==> config.mk <==
export PLATFORM = sky130hd
export DESIGN_NAME = plsr_top
export DESIGN_NICKNAME = d
export VERILOG_FILES = /design/src/inc/plsr_pkg.sv /design/src/verilog/plsr_top.sv
export SDC_FILE = /design/constraint.sdc
export NUM_CORES = 1
export LEC_CHECK = 0
export BUFFER_PORTS_ARGS = -buffer_cell sky130_fd_sc_hd__buf_4
export CAP_MARGIN = 20
export CORE_ASPECT_RATIO = 0.75
export CORE_MARGIN = 2
export CORE_UTILIZATION = 45
export DETAILED_ROUTE_END_ITERATION = 7
export PLACE_DENSITY = 0.59
export SLEW_MARGIN = 0
export SYNTH_ARGS = -nofsm -noshare
export SYNTH_HDL_FRONTEND = slang
export SYNTH_SLANG_ARGS = --single-unit
==> constraint.sdc <==
create_clock -name i_ref_clk -period 4.6 [get_ports i_ref_clk]
set_clock_uncertainty 0.15 [all_clocks]
set_input_delay 0 -clock i_ref_clk [delete_from_list [all_inputs] [get_ports i_ref_clk]]
set_output_delay 0 -clock i_ref_clk [all_outputs]
set_load 0.05 [all_outputs]
==> src/inc/plsr_pkg.sv <==
// ---------------------------------------------------------------------------
// Shared constants and carriers of the parallel-load shift register.
// ---------------------------------------------------------------------------
package plsr_pkg;

    // Number of register stages.
    localparam int STAGES = 8;
    // Flip-flops that each pin input passes before use.
    localparam int SYNC_DEPTH = 3;
    // Words held by the shift-event queue.
    localparam int QUEUE_DEPTH = 8;
    // Reset value of every synchroniser and filter flip-flop except the load pin's.
    localparam logic SYNC_RST_VAL = 1'h0;
    // Reset value of the load pin's flops: its idle, inactive level.
    localparam logic NLOAD_RST_VAL = 1'h1;
    // Reset value of the queue pointers and count.
    localparam logic [7:0] QUEUE_RST_VAL = 8'h00;

    // Pin group as seen after synchronising and filtering.
    typedef struct packed {
        logic [STAGES-1:0] par_data;
        logic serial_in;
        logic clock_inhibit;
        logic clock;
        logic shift_nload;
    } plsr_pins_t;

    // One queued shift: the serial bit that enters the first stage.
    typedef struct packed {
        logic serial_in;
    } plsr_shift_t;

    localparam int PIN_W = $bits(plsr_pins_t);
    localparam int SHIFT_W = $bits(plsr_shift_t);

endpackage : plsr_pkg

==> src/verilog/plsr_top.sv <==
`timescale 1ns/10ps

// ---------------------------------------------------------------------------
// Parameterised queue with valid/ready on both sides.
// ---------------------------------------------------------------------------
module plsr_fifo
    import plsr_pkg::*;
#(
    parameter int WIDTH = SHIFT_W,
    parameter int DEPTH = QUEUE_DEPTH
) (
    // Clock, reset and enable.
    input wire logic i_ref_clk,
    input wire logic i_sys_rst,
    input wire logic i_ce,
    input wire logic i_flush,
    // Filling side.
    input wire logic i_wr_valid,
    input wire logic [WIDTH-1:0] i_wr_data,
    output logic o_wr_ready,
    // Draining side.
    output logic o_rd_valid,
    output logic [WIDTH-1:0] o_rd_data,
    input wire logic i_rd_ready
);
    localparam int AW = (DEPTH > 1) ? $clog2(DEPTH) : 1;
    localparam logic [AW:0] DEPTH_C = (AW+1)'(DEPTH);
    localparam logic [AW-1:0] LAST_C = AW'(DEPTH - 1);

    logic [WIDTH-1:0] mem [DEPTH];
    logic [AW-1:0] wr_ptr_reg;
    logic [AW-1:0] rd_ptr_reg;
    logic [AW:0] count_reg;
    logic [AW-1:0] wr_ptr_next;
    logic [AW-1:0] rd_ptr_next;
    logic [AW:0] count_next;
    wire push;
    wire pop;

    // Full and empty come straight from the occupancy count.
    assign o_wr_ready = (count_reg != DEPTH_C);
    assign o_rd_valid = (count_reg != '0);
    assign o_rd_data = mem[rd_ptr_reg];
    assign push = i_ce && i_wr_valid && o_wr_ready;
    assign pop = i_ce && o_rd_valid && i_rd_ready;
    assign wr_ptr_next = (wr_ptr_reg == LAST_C) ? '0 : wr_ptr_reg + 1'b1;
    assign rd_ptr_next = (rd_ptr_reg == LAST_C) ? '0 : rd_ptr_reg + 1'b1;

    // Occupancy after this cycle's push and pop.
    always_comb begin
        count_next = count_reg;
        if (push && !pop) begin
            count_next = count_reg + 1'b1;
        end else if (pop && !push) begin
            count_next = count_reg - 1'b1;
        end
    end

    // Storage needs no reset; only words below the count are ever read.
    always_ff @(posedge i_ref_clk) begin
        if (push) begin
            mem[wr_ptr_reg] <= i_wr_data;
        end
    end

    // Pointers and count; a flush empties the queue at once.
    always_ff @(posedge i_ref_clk or posedge i_sys_rst) begin
        if (i_sys_rst) begin
            wr_ptr_reg <= QUEUE_RST_VAL[AW-1:0];
            rd_ptr_reg <= QUEUE_RST_VAL[AW-1:0];
            count_reg <= QUEUE_RST_VAL[AW:0];
        end else if (i_ce && i_flush) begin
            wr_ptr_reg <= '0;
            rd_ptr_reg <= '0;
            count_reg <= '0;
        end else begin
            if (push) begin
                wr_ptr_reg <= wr_ptr_next;
            end
            if (pop) begin
                rd_ptr_reg <= rd_ptr_next;
            end
            count_reg <= count_next;
        end
    end

endmodule : plsr_fifo

// ---------------------------------------------------------------------------
// Shift register core with pin conditioning.
// ---------------------------------------------------------------------------
module plsr_top
    import plsr_pkg::*;
#(
    parameter int N_STAGES = STAGES,
    parameter int Q_DEPTH = QUEUE_DEPTH
) (
    // Clock, reset and enable.
    input wire logic i_ref_clk,
    input wire logic i_sys_rst,
    input wire logic i_ce,
    // Device pins, asynchronous to i_ref_clk.
    input wire logic i_shift_nload,
    input wire logic i_clock,
    input wire logic i_clock_inhibit,
    input wire logic i_serial_in,
    input wire logic [N_STAGES-1:0] i_par_data,
    // Drain control for the shift-event queue.
    input wire logic i_shift_ready,
    // Serial outputs and status.
    output logic o_serial_out,
    output logic o_serial_out_inverted,
    output logic o_queue_ready,
    output logic o_shift_lost
);
    localparam int PW = N_STAGES + 4;

    logic [PW-1:0] pins_raw;
    logic [PW-1:0] filt_reg;
    logic [PW-1:0] filt_prev_reg;
    logic [N_STAGES-1:0] stage_reg;
    logic [N_STAGES-1:0] stage_next;
    logic q_wr_ready;
    logic q_rd_valid;
    logic [SHIFT_W-1:0] q_rd_data;
    plsr_shift_t q_head;
    wire load_active;
    wire clk_rise;
    wire inh_rise;
    wire shift_event;
    wire shift_take;

    assign pins_raw = {i_par_data, i_serial_in, i_clock_inhibit, i_clock,
                       i_shift_nload};

    // Each pin passes three flops; the filter moves only when the second
    // and third agree, so a single-cycle glitch never reaches the core.
    for (genvar b = 0; b < PW; b++) begin : g_sync
        // The load pin idles high, so its flops reset high; a zero there
        // would read as a parallel load straight after reset.
        localparam logic RST_B = (b == 0) ? NLOAD_RST_VAL : SYNC_RST_VAL;
        logic [SYNC_DEPTH-1:0] sync_reg;
        always_ff @(posedge i_ref_clk or posedge i_sys_rst) begin
            if (i_sys_rst) begin
                sync_reg <= {SYNC_DEPTH{RST_B}};
                filt_reg[b] <= RST_B;
                filt_prev_reg[b] <= RST_B;
            end else if (i_ce) begin
                sync_reg <= {sync_reg[SYNC_DEPTH-2:0], pins_raw[b]};
                if (sync_reg[1] == sync_reg[2]) begin
                    filt_reg[b] <= sync_reg[2];
                end
                filt_prev_reg[b] <= filt_reg[b];
            end
        end
    end

    // Edge decode on the filtered pins; clock and inhibit are symmetric.
    assign load_active = !filt_reg[0];
    assign clk_rise = filt_reg[1] && !filt_prev_reg[1]
                      && !filt_reg[2];
    assign inh_rise = filt_reg[2] && !filt_prev_reg[2]
                      && !filt_reg[1];
    // Raising inhibit while clock is low is itself a shift, so the
    // controller must raise it only with clock high.
    assign shift_event = !load_active && (clk_rise || inh_rise);

    // Shifts wait in the queue until the drain side accepts them.
    plsr_fifo #(
        .WIDTH(SHIFT_W),
        .DEPTH(Q_DEPTH)
    ) u_queue (
        .i_ref_clk(i_ref_clk),
        .i_sys_rst(i_sys_rst),
        .i_ce(i_ce),
        .i_flush(load_active),
        .i_wr_valid(shift_event),
        .i_wr_data(filt_reg[3]),
        .o_wr_ready(q_wr_ready),
        .o_rd_valid(q_rd_valid),
        .o_rd_data(q_rd_data),
        .i_rd_ready(i_shift_ready)
    );

    assign q_head = plsr_shift_t'(q_rd_data);
    assign shift_take = q_rd_valid && i_shift_ready && !load_active;

    // Next stage contents: load wins, then a queued shift, else hold.
    always_comb begin
        stage_next = stage_reg;
        if (load_active) begin
            stage_next = filt_reg[PW-1:4];
        end else if (shift_take) begin
            stage_next = {stage_reg[N_STAGES-2:0], q_head.serial_in};
        end
    end

    // Stages carry no reset, as the device they model has none.
    always_ff @(posedge i_ref_clk) begin
        if (i_ce) begin
            stage_reg <= stage_next;
            o_serial_out <= stage_next[N_STAGES-1];
            o_serial_out_inverted <= !stage_next[N_STAGES-1];
        end
    end

    // Queue status; a lost shift stays flagged until the next load.
    always_ff @(posedge i_ref_clk or posedge i_sys_rst) begin
        if (i_sys_rst) begin
            o_queue_ready <= 1'h0;
            o_shift_lost <= 1'h0;
        end else if (i_ce) begin
            o_queue_ready <= q_wr_ready;
            if (shift_event && !q_wr_ready) begin
                o_shift_lost <= 1'h1;
            end else if (load_active) begin
                o_shift_lost <= 1'h0;
            end
        end
    end

endmodule : plsr_top

==> impl_metrics.env, run 1 <==
export IMPL_p_seq_share_pct=52.3
export IMPL_clk_pin_slew_ns=0.08
export IMPL_die_height_um=79.7
export IMPL_syn_area_um2=3440
export IMPL_hp_class="in -> reg"
export IMPL_fmax_mhz=324
export IMPL_port_buffers=19
export IMPL_final_util_pct=54.3
export IMPL_combPwrFrac_pct=23.9
export IMPL_p_switching_uw=650
export IMPL_ant_nets=0
export IMPL_cts_tree="built"
export IMPL_largest_reg_flops=36
export IMPL_ios=20
export IMPL_drc=0
export IMPL_hp_start="i_shift_ready"
export IMPL_fin_crit_sh_pct=67.1
export IMPL_cts_htree_levels=3
export IMPL_layout_min_cycle_time_ns=3.09
export IMPL_ctsHoldBuffers=14
export IMPL_grt_max_degree=63
export IMPL_die_area_um2=8370
export IMPL_tightest_slew_ns=0.774
export IMPL_dpl_hpwl_um=3540
export IMPL_avgRoutedWirePerCell_um=13.2
export IMPL_rsz0062_at_grt="false"
export IMPL_critPathBufInv=1
export IMPL_syn_nets=321
export IMPL_gp_congestion=0.723
export IMPL_area_growth_pct=16.2
export IMPL_core_rowCount=27
export IMPL_worstPathCellList="nand2_1, a211oi_4, ha_1, inv_1, ha_1, a21oi_1, a211o_1, a211oi_1, a31o_2"
export IMPL_max_stage_delay_ns=0.80
export IMPL_nets=354
export IMPL_cp_arrival_ns=3.22
export IMPL_critPathMostFrequentCell="ha_1"
export IMPL_dieWidth_um=105
export IMPL_crit_family="compound AO/OA/AOI/OAI gates"
export IMPL_irDropWorstVdd_uv=252
export IMPL_maxCapViolCount=0
export IMPL_cts_inserted_buffers=9
export IMPL_status="completed"
export IMPL_power_density_nw_per_um2=502
export IMPL_p_int_mw=1.36
export IMPL_setup_viol=0
export IMPL_grt_overflow_total=0
export IMPL_synth_seq_cells=79
export IMPL_cts_setup_buffers=0
export IMPL_synthCells=297
export IMPL_drive_gt1_share_pct=22.4
export IMPL_synth_top_area_share_pct=42.2
export IMPL_ys_top_cells_by_area="dfrtp_1, edfxtp_1, mux2_2, o21ai_0, dfstp_2"
export IMPL_drt_iter0_markers=91
export IMPL_clk_latency_ns=0.34
export IMPL_p_sw_share_pct=32.4
export IMPL_diodes=0
export IMPL_yosys_area_top_type="dfrtp_1"
export IMPL_drv_slew=0
export IMPL_reg2reg_slack_ns=1.51
export IMPL_seq_area_um2=2070
export IMPL_multi_input_area_um2=1220
export IMPL_cp_end_kind="flop"
export IMPL_yosysWarningCount=0
export IMPL_clockPowerShare_pct=23.9
export IMPL_via_per_inst=5.00
export IMPL_start_util_pct=46.7
export IMPL_critPathLaunch="filt_reg[0]"
export IMPL_clk_path_buf_depth=2
export IMPL_dr_total_vias=2178
export IMPL_antenna_found_initial=0
export IMPL_fillers=665
export IMPL_cts_resized=0
export IMPL_root_buffer="clkbuf_8"
export IMPL_grt_pass1_vias=2107
export IMPL_startpoint_type="flop"
export IMPL_path_class="reg -> reg"
export IMPL_leakage_nw=1.71
export IMPL_cp_data_required_time_ns=4.73
export IMPL_setup_tns_ns=0
export IMPL_synth_cell_types=40
export IMPL_r2r_start="filt_reg[0]"
export IMPL_hold_viol=0
export IMPL_clock_sinks=79
export IMPL_cpMaxStageDelayCell="dfstp_2"
export IMPL_seq_area_frac_synth_pct=60.1
export IMPL_worstPathMaxFanout=25
export IMPL_syn_area_per_cell_um2=11.6
export IMPL_fp_coreArea_um2=7360
export IMPL_grt_pass1_wl_um=10200
export IMPL_track_usage_pct=15.7
export IMPL_first_pass_iters=4
export IMPL_relSlewSlack_pct=48.4
export IMPL_wl_um=5750
-- Yosys cell counts (all sizes together) --
cell type and n:
edfxtp 17, o22ai 6, fa 1, nor4b 1
dfstp 4, inv 27, dfrtp 58, o31ai 1
nand3 4, o41ai 1, nor3 2, mux2 27
o32ai 1, a211o 1, nand3b 3, ha 7
xor2 2, and2 1, a31o 1, a21oi 17
nand2 28, or3b 2, mux2i 4, nand2b 2
clkbuf 8, nor3b 4, nor2 14, buf 6
a32o 2, a211oi 2, a21o 1, a22o 3
o21ai 39
-- cells in the final DEF, fill, tap and decap left out, types with 2 or more instances in the layout --
cell and instances:
xor2_1 2, clkbuf_8 9, ha_1 7, inv_4 2, o22ai_1 6, nand3_1 4, nor3_1 2, nand2_1 27
buf_4 22, dfstp_2 4, nor3b_1 4, dfrtp_1 58, nor2_1 14, dlygate4sd3_1 14, a32o_1 2, edfxtp_1 17
inv_1 26, a21oi_1 17, nand3b_1 3, mux2_2 27, clkbuf_1 2, a22o_1 3, o21ai_0 38, mux2i_1 4
-- stage by stage --
stage                     area [um2]  total power, mW  hold slack (ns)  instances  setup slack [ns]
after detailed placement        3680             1.54           0.0864        406              1.57
after global routing            4000             2.16           0.0952        436              1.29
after global placement          3680             1.52           0.0828        406              1.67
after floorplan                 3440             1.41          -0.0375        297              1.87
after CTS                       4000             2.03           0.0656        436              1.55
final                           4000             2.01           0.0872        436              1.51
-- worst min-delay path: stages --
cell and delay (ns):
buf_4 0.08, o41ai_2 0.05, buf_4 0.18, o22ai_1 0.13
-- routing by layer --
metal	routed length, um	GRT usage [%]	up-vias
li1	-	-	1102
met1	2960	21.4	1052
met2	2610	23.4	22
met3	144	5.31	2
met4	29	6.13	0
met5	0	0	-
-- worst paths after layout --
kind / to / depth (start not counted)
min in group asynchronous: g_sync[2].sync_reg[0] / 4
max: u_queue.count_reg[3] / 9
min reg2reg: g_sync[0].sync_reg[2] / 2
min: stage_reg[4] / 4
max reg2reg: u_queue.count_reg[3] / 9
max in group asynchronous: o_queue_ready / 4
-- power groups by stage --
stage | combinational, mW | sequential (mW) | clock [mW]
2_1_floorplan | 0.376 | 1.03 | 0
3_3_place_gp | 0.461 | 1.06 | 0
3_5_place_dp | 0.473 | 1.06 | 0
4_1_cts | 0.486 | 1.05 | 0.498
5_1_grt | 0.544 | 1.08 | 0.531
6_report | 0.479 | 1.05 | 0.479
-- layout make-up --
class                      instances  share of cell area (%)
multi-input combinational        177                    30.4
clock inverter                     4                   0.657
clock buffer                      12                    3.91
sequential                        79                    51.7
tap                              101                    3.16
inverter                          27                    2.53
timing repair buffer              36                    7.63
-- kinds of logic (layout without fill, tap and decap cells) --
group           Yosys count  after routing  synth area share (%)
flops                    79             79                  60.1
fa+ha+maj                 8              8                  3.13
buf+inv                  41             79                  4.80
mux                      31             31                  10.0
xor+xnor                  2              2                 0.509
compound gates           75             75                  12.8
simple gates             61             61                  8.69
Power figures use the tool's default switching activity.
==> run 2, diff against run 1 <==
- clock period: 4.6 -> 2.99 ns (I/O delays scaled with it)
==> impl_metrics.env, run 2 (synthesized netlist as in run 1, its figures left out) <==
export IMPL_via_per_inst=5.04
export IMPL_cpMaxStageDelayCell="or3b_4"
export IMPL_seq_area_um2=2070
export IMPL_worstPathCellList="or3b_4, a211oi_4, ha_2, inv_1, ha_1, a21oi_1, a211o_1, a211oi_1, a31o_2"
export IMPL_final_util_pct=55.5
export IMPL_first_pass_iters=4
export IMPL_crit_family="compound AO/OA/AOI/OAI gates"
export IMPL_clk_latency_ns=0.35
export IMPL_dieWidth_um=105
export IMPL_fp_coreArea_um2=7360
export IMPL_setup_tns_ns=0
export IMPL_clk_path_buf_depth=2
export IMPL_fin_crit_sh_pct=92.9
export IMPL_drv_slew=0
export IMPL_area_growth_pct=18.7
export IMPL_cts_tree="built"
export IMPL_die_height_um=79.7
export IMPL_power_density_nw_per_um2=758
export IMPL_grt_pass1_wl_um=10100
export IMPL_relSlewSlack_pct=66.9
export IMPL_dpl_hpwl_um=3750
export IMPL_grt_max_degree=50
export IMPL_clk_pin_slew_ns=0.08
export IMPL_avgRoutedWirePerCell_um=13.3
export IMPL_diodes=0
export IMPL_irDropWorstVdd_uv=332
export IMPL_ant_nets=0
export IMPL_dr_total_vias=2248
export IMPL_root_buffer="clkbuf_8"
export IMPL_rsz0062_at_grt="false"
export IMPL_die_area_um2=8370
export IMPL_max_stage_delay_ns=0.43
export IMPL_hold_viol=0
export IMPL_leakage_nw=1.76
export IMPL_cts_inserted_buffers=9
export IMPL_nets=364
export IMPL_fillers=660
export IMPL_fmax_mhz=360
export IMPL_cp_end_kind="flop"
export IMPL_dp_slack_ns=0.201
export IMPL_cts_htree_levels=3
export IMPL_multi_input_area_um2=1220
export IMPL_status="completed"
export IMPL_ios=20
export IMPL_grt_overflow_total=0
export IMPL_setup_viol=0
export IMPL_wl_um=5950
export IMPL_gp_congestion=0.820
export IMPL_hp_class="in -> reg"
export IMPL_power_mw=3.10
export IMPL_track_usage_pct=15.6
export IMPL_fin_ws_ns=0.213
export IMPL_path_class="reg -> reg"
export IMPL_drc=0
export IMPL_tightest_slew_ns=0.497
export IMPL_core_rowCount=27
export IMPL_grt_pass1_vias=2097
export IMPL_cp_arrival_ns=2.93
export IMPL_startpoint_type="flop"
export IMPL_drive_gt1_share_pct=24.3
export IMPL_critPathBufInv=1
export IMPL_maxCapViolCount=0
export IMPL_clock_sinks=79
export IMPL_hold_ws_ns=0.0225
export IMPL_drt_iter0_markers=91
export IMPL_layout_min_cycle_time_ns=2.78
export IMPL_cts_setup_buffers=0
export IMPL_port_buffers=19
export IMPL_largest_reg_flops=36
export IMPL_mostFrequentLayoutCell="dfrtp_1"
export IMPL_antenna_found_initial=0
export IMPL_most_common_layout_cells="dfrtp_1, o21ai_0, mux2_2, nand2_1, buf_4"
export IMPL_start_util_pct=46.7
export IMPL_cp_data_required_time_ns=3.14
export IMPL_worstPathMaxFanout=5
## run 2: final timing paths
check,start,to,slack (ns),depth (start not counted)
setup / recovery,filt_reg[2],u_queue.count_reg[3],0.21,9
setup reg to reg,filt_reg[2],u_queue.count_reg[3],0.21,9
hold reg to reg,g_sync[0].sync_reg[2],g_sync[0].sync_reg[2],0.34,2
hold / removal,i_shift_ready,u_queue.rd_ptr_reg[0],0.02,4
min in group asynchronous,i_sys_rst,g_sync[11].sync_reg[2],0.48,4
max in group asynchronous,i_sys_rst,u_queue.count_reg[1],1.58,6
## run 2: metal layers
metal  wire length [um]  up-vias  track usage, %
li1                   -     1123               -
met1               2930     1091            21.5
met3                211        6            5.14
met4                 67        0            5.60
met5                  0        -               0
met2               2740       28            23.2
## run 2: stage by stage
stage | instance area, um2 | std cells
floorplan | 3440 | 297
global placement | 3710 | 411
detailed placement | 3710 | 411
CTS | 4050 | 444
global route | 4090 | 446
finish | 4090 | 446
## run 2: power by group
part / switching [mW] / total [mW] / internal [mW] / leakage (nW)
Sequential: 0.199 / 1.58 / 1.38 / 0.897
Clock: 0.407 / 0.710 / 0.304 / 0.0944
Combinational: 0.430 / 0.804 / 0.375 / 0.769
Total: 1.04 / 3.10 / 2.06 / 1.76
## run 2: worst reg2reg max path: stages (launching register included)
cell and delay [ns]:
dfrtp_1 0.42, or3b_4 0.43, a211oi_4 0.26, ha_2 0.25, inv_1 0.08, ha_1 0.34
a21oi_1 0.10, a211o_1 0.32, a211oi_1 0.24, a31o_2 0.14
## run 2: layout make-up
class / count / share of cell area (%)
Clock inverter: 7 / 1.10
Tap cell: 101 / 3.09
Sequential cell: 79 / 50.6
Inverter: 27 / 2.48
Timing Repair Buffer: 46 / 9.86
Clock buffer: 9 / 3.03
Multi-Input combinational cell: 177 / 29.9
## run 2: timing repair
action                                  CTS  global route
resized for setup                         0             1
hold endpoints to repair                 66             3
endpoints found under the setup margin    0             1
hold buffers                             17             1
==> run 3, diff against run 2 <==
- clock period: 2.99 -> 3.1 ns (I/O delays scaled with it)
==> impl_metrics.env, run 3 (synthesized netlist as in run 1, its figures left out) <==
export IMPL_fp_coreArea_um2=7360
export IMPL_maxCapViolCount=0
export IMPL_setup_tns_ns=0
export IMPL_clockPowerShare_pct=26.7
export IMPL_start_util_pct=46.7
export IMPL_cp_arrival_ns=2.88
export IMPL_avgRoutedWirePerCell_um=13.0
export IMPL_hold_viol=0
export IMPL_cpMaxStageDelayCell="or3b_4"
export IMPL_cp_end_kind="flop"
export IMPL_hold_depth=4
export IMPL_drt_iter0_markers=85
export IMPL_crit_family="compound AO/OA/AOI/OAI gates"
export IMPL_fin_ws_ns=0.361
export IMPL_worstPathCellList="or3b_4, a211oi_4, ha_1, inv_1, ha_1, a21oi_1, a211o_1, a211oi_1, a31o_2"
export IMPL_cts_tree="built"
export IMPL_leakage_nw=1.76
export IMPL_grt_overflow_total=0
export IMPL_worstPathMaxFanout=5
export IMPL_grt_pass1_wl_um=10100
export IMPL_mostFrequentLayoutCell="dfrtp_1"
export IMPL_clk_pin_slew_ns=0.08
export IMPL_fin_crit_sh_pct=88.4
export IMPL_largest_reg_flops=36
export IMPL_startpoint_type="flop"
export IMPL_grt_pass1_vias=2119
export IMPL_postLayoutCellArea_um2=4100
export IMPL_p_int_mw=2.15
export IMPL_ant_nets=0
export IMPL_die_height_um=79.7
export IMPL_hold_path_endpoint="u_queue.rd_ptr_reg[0]"
export IMPL_cts_htree_levels=3
export IMPL_multi_input_area_um2=1220
export IMPL_die_area_um2=8370
export IMPL_cts_inserted_buffers=9
export IMPL_gp_congestion=0.827
export IMPL_reg2reg_slack_ns=0.36
export IMPL_fillers=657
export IMPL_hp_class="in -> reg"
export IMPL_cts_resized=0
export IMPL_seq_area_um2=2070
export IMPL_antenna_found_initial=0
export IMPL_via_per_inst=5.02
export IMPL_first_pass_iters=4
export IMPL_core_rowCount=27
export IMPL_drc=0
export IMPL_max_stage_delay_ns=0.43
export IMPL_nets=361
export IMPL_layout_min_cycle_time_ns=2.74
export IMPL_cp_data_required_time_ns=3.24
export IMPL_dp_slack_ns=0.388
export IMPL_clk_latency_ns=0.36
export IMPL_p_seq_share_pct=48.8
export IMPL_most_common_layout_cells="dfrtp_1, o21ai_0, mux2_2, nand2_1"
export IMPL_path_class="reg -> reg"
export IMPL_power_density_nw_per_um2=763
export IMPL_p_sw_share_pct=31.3
export IMPL_irDropWorstVdd_uv=404
export IMPL_ios=20
export IMPL_reg2reg_to="u_queue.count_reg[3]"
export IMPL_root_buffer="clkbuf_8"
export IMPL_clk_path_buf_depth=2
export IMPL_status="completed"
export IMPL_setup_viol=0
export IMPL_dpl_hpwl_um=3680
export IMPL_rsz0062_at_grt="false"
export IMPL_grt_max_degree=50
export IMPL_wl_um=5750
export IMPL_combPwrFrac_pct=24.5
export IMPL_p_switching_uw=977
export IMPL_critPathMostFrequentCell="ha_1"
export IMPL_area_growth_pct=19.0
export IMPL_cts_setup_buffers=0
export IMPL_reg2regPathDepth=9
export IMPL_hp_start="i_shift_ready"
export IMPL_tightest_slew_ns=0.900
export IMPL_drv_slew=0
export IMPL_port_buffers=19
export IMPL_clock_sinks=79
export IMPL_critPathBufInv=1
export IMPL_dieWidth_um=105
export IMPL_hold_ws_ns=0.0302
export IMPL_fmax_mhz=365
export IMPL_drive_gt1_share_pct=23.4
export IMPL_diodes=0
export IMPL_relSlewSlack_pct=39.9
export IMPL_r2r_start="filt_reg[2]"
export IMPL_place_area_um2=3710
export IMPL_dr_total_vias=2226
export IMPL_track_usage_pct=15.7
run 3: through the flow:
step,utilization [%],cells,total power [mW]
floorplan,-,297,2.09
finish,55.6,443,3.12
detailed placement,50.3,410,2.30
CTS,55.6,443,3.17
global route,55.6,443,3.34
global placement,50.3,410,2.27
run 3: cell type report:
cell class / instances / share of cell area [%]
clock buffers: 10 / 3.12
clock inverters: 6 / 2.23
inverters: 27 / 2.47
multi-input cells: 177 / 29.7
flip-flops and latches: 79 / 50.5
well taps: 101 / 3.08
repair buffers: 43 / 8.92
run 3: how the worst max path moves through the flow:
stage	start	endpoint	slack (ns)	cells past startpoint
after floorplan	filt_reg[2]	u_queue.count_reg[3]	0.37	9
after global placement	filt_reg[2]	u_queue.count_reg[3]	0.45	9
after detailed placement	filt_reg[2]	u_queue.count_reg[3]	0.39	9
after CTS	filt_reg[2]	u_queue.count_reg[3]	0.35	9
after global routing	filt_reg[2]	u_queue.count_reg[3]	0.15	9
final	filt_reg[2]	u_queue.count_reg[3]	0.36	9
run 3: layer usage:
metal  vias to the layer above  track usage [%]  part of all wire [%]
li1                       1110                -                     -
met1                      1077             21.6                    50
met3                         7             5.88                   3.7
met5                         -                0                     0
met2                        32             22.7                    45
met4                         0             6.00                   1.1
run 3: worst min-delay path: stages:
cell and delay, ns:
buf_4 0.11, o41ai_2 0.06, nor2_1 0.07, a32o_1 0.25
run 3: timing repair:
item                                    in CTS  in global routing
hold endpoints to repair                    64                  0
hold buffers                                17                  0
endpoints found under the setup margin       0                  0
run 3: power groups by stage:
stage	logic, mW	registers (mW)	clock network [mW]
2_1_floorplan	0.558	1.53	0
6_report	0.766	1.53	0.833
3_3_place_gp	0.735	1.54	0
5_1_grt	0.870	1.56	0.905
3_5_place_dp	0.755	1.55	0
4_1_cts	0.777	1.53	0.863
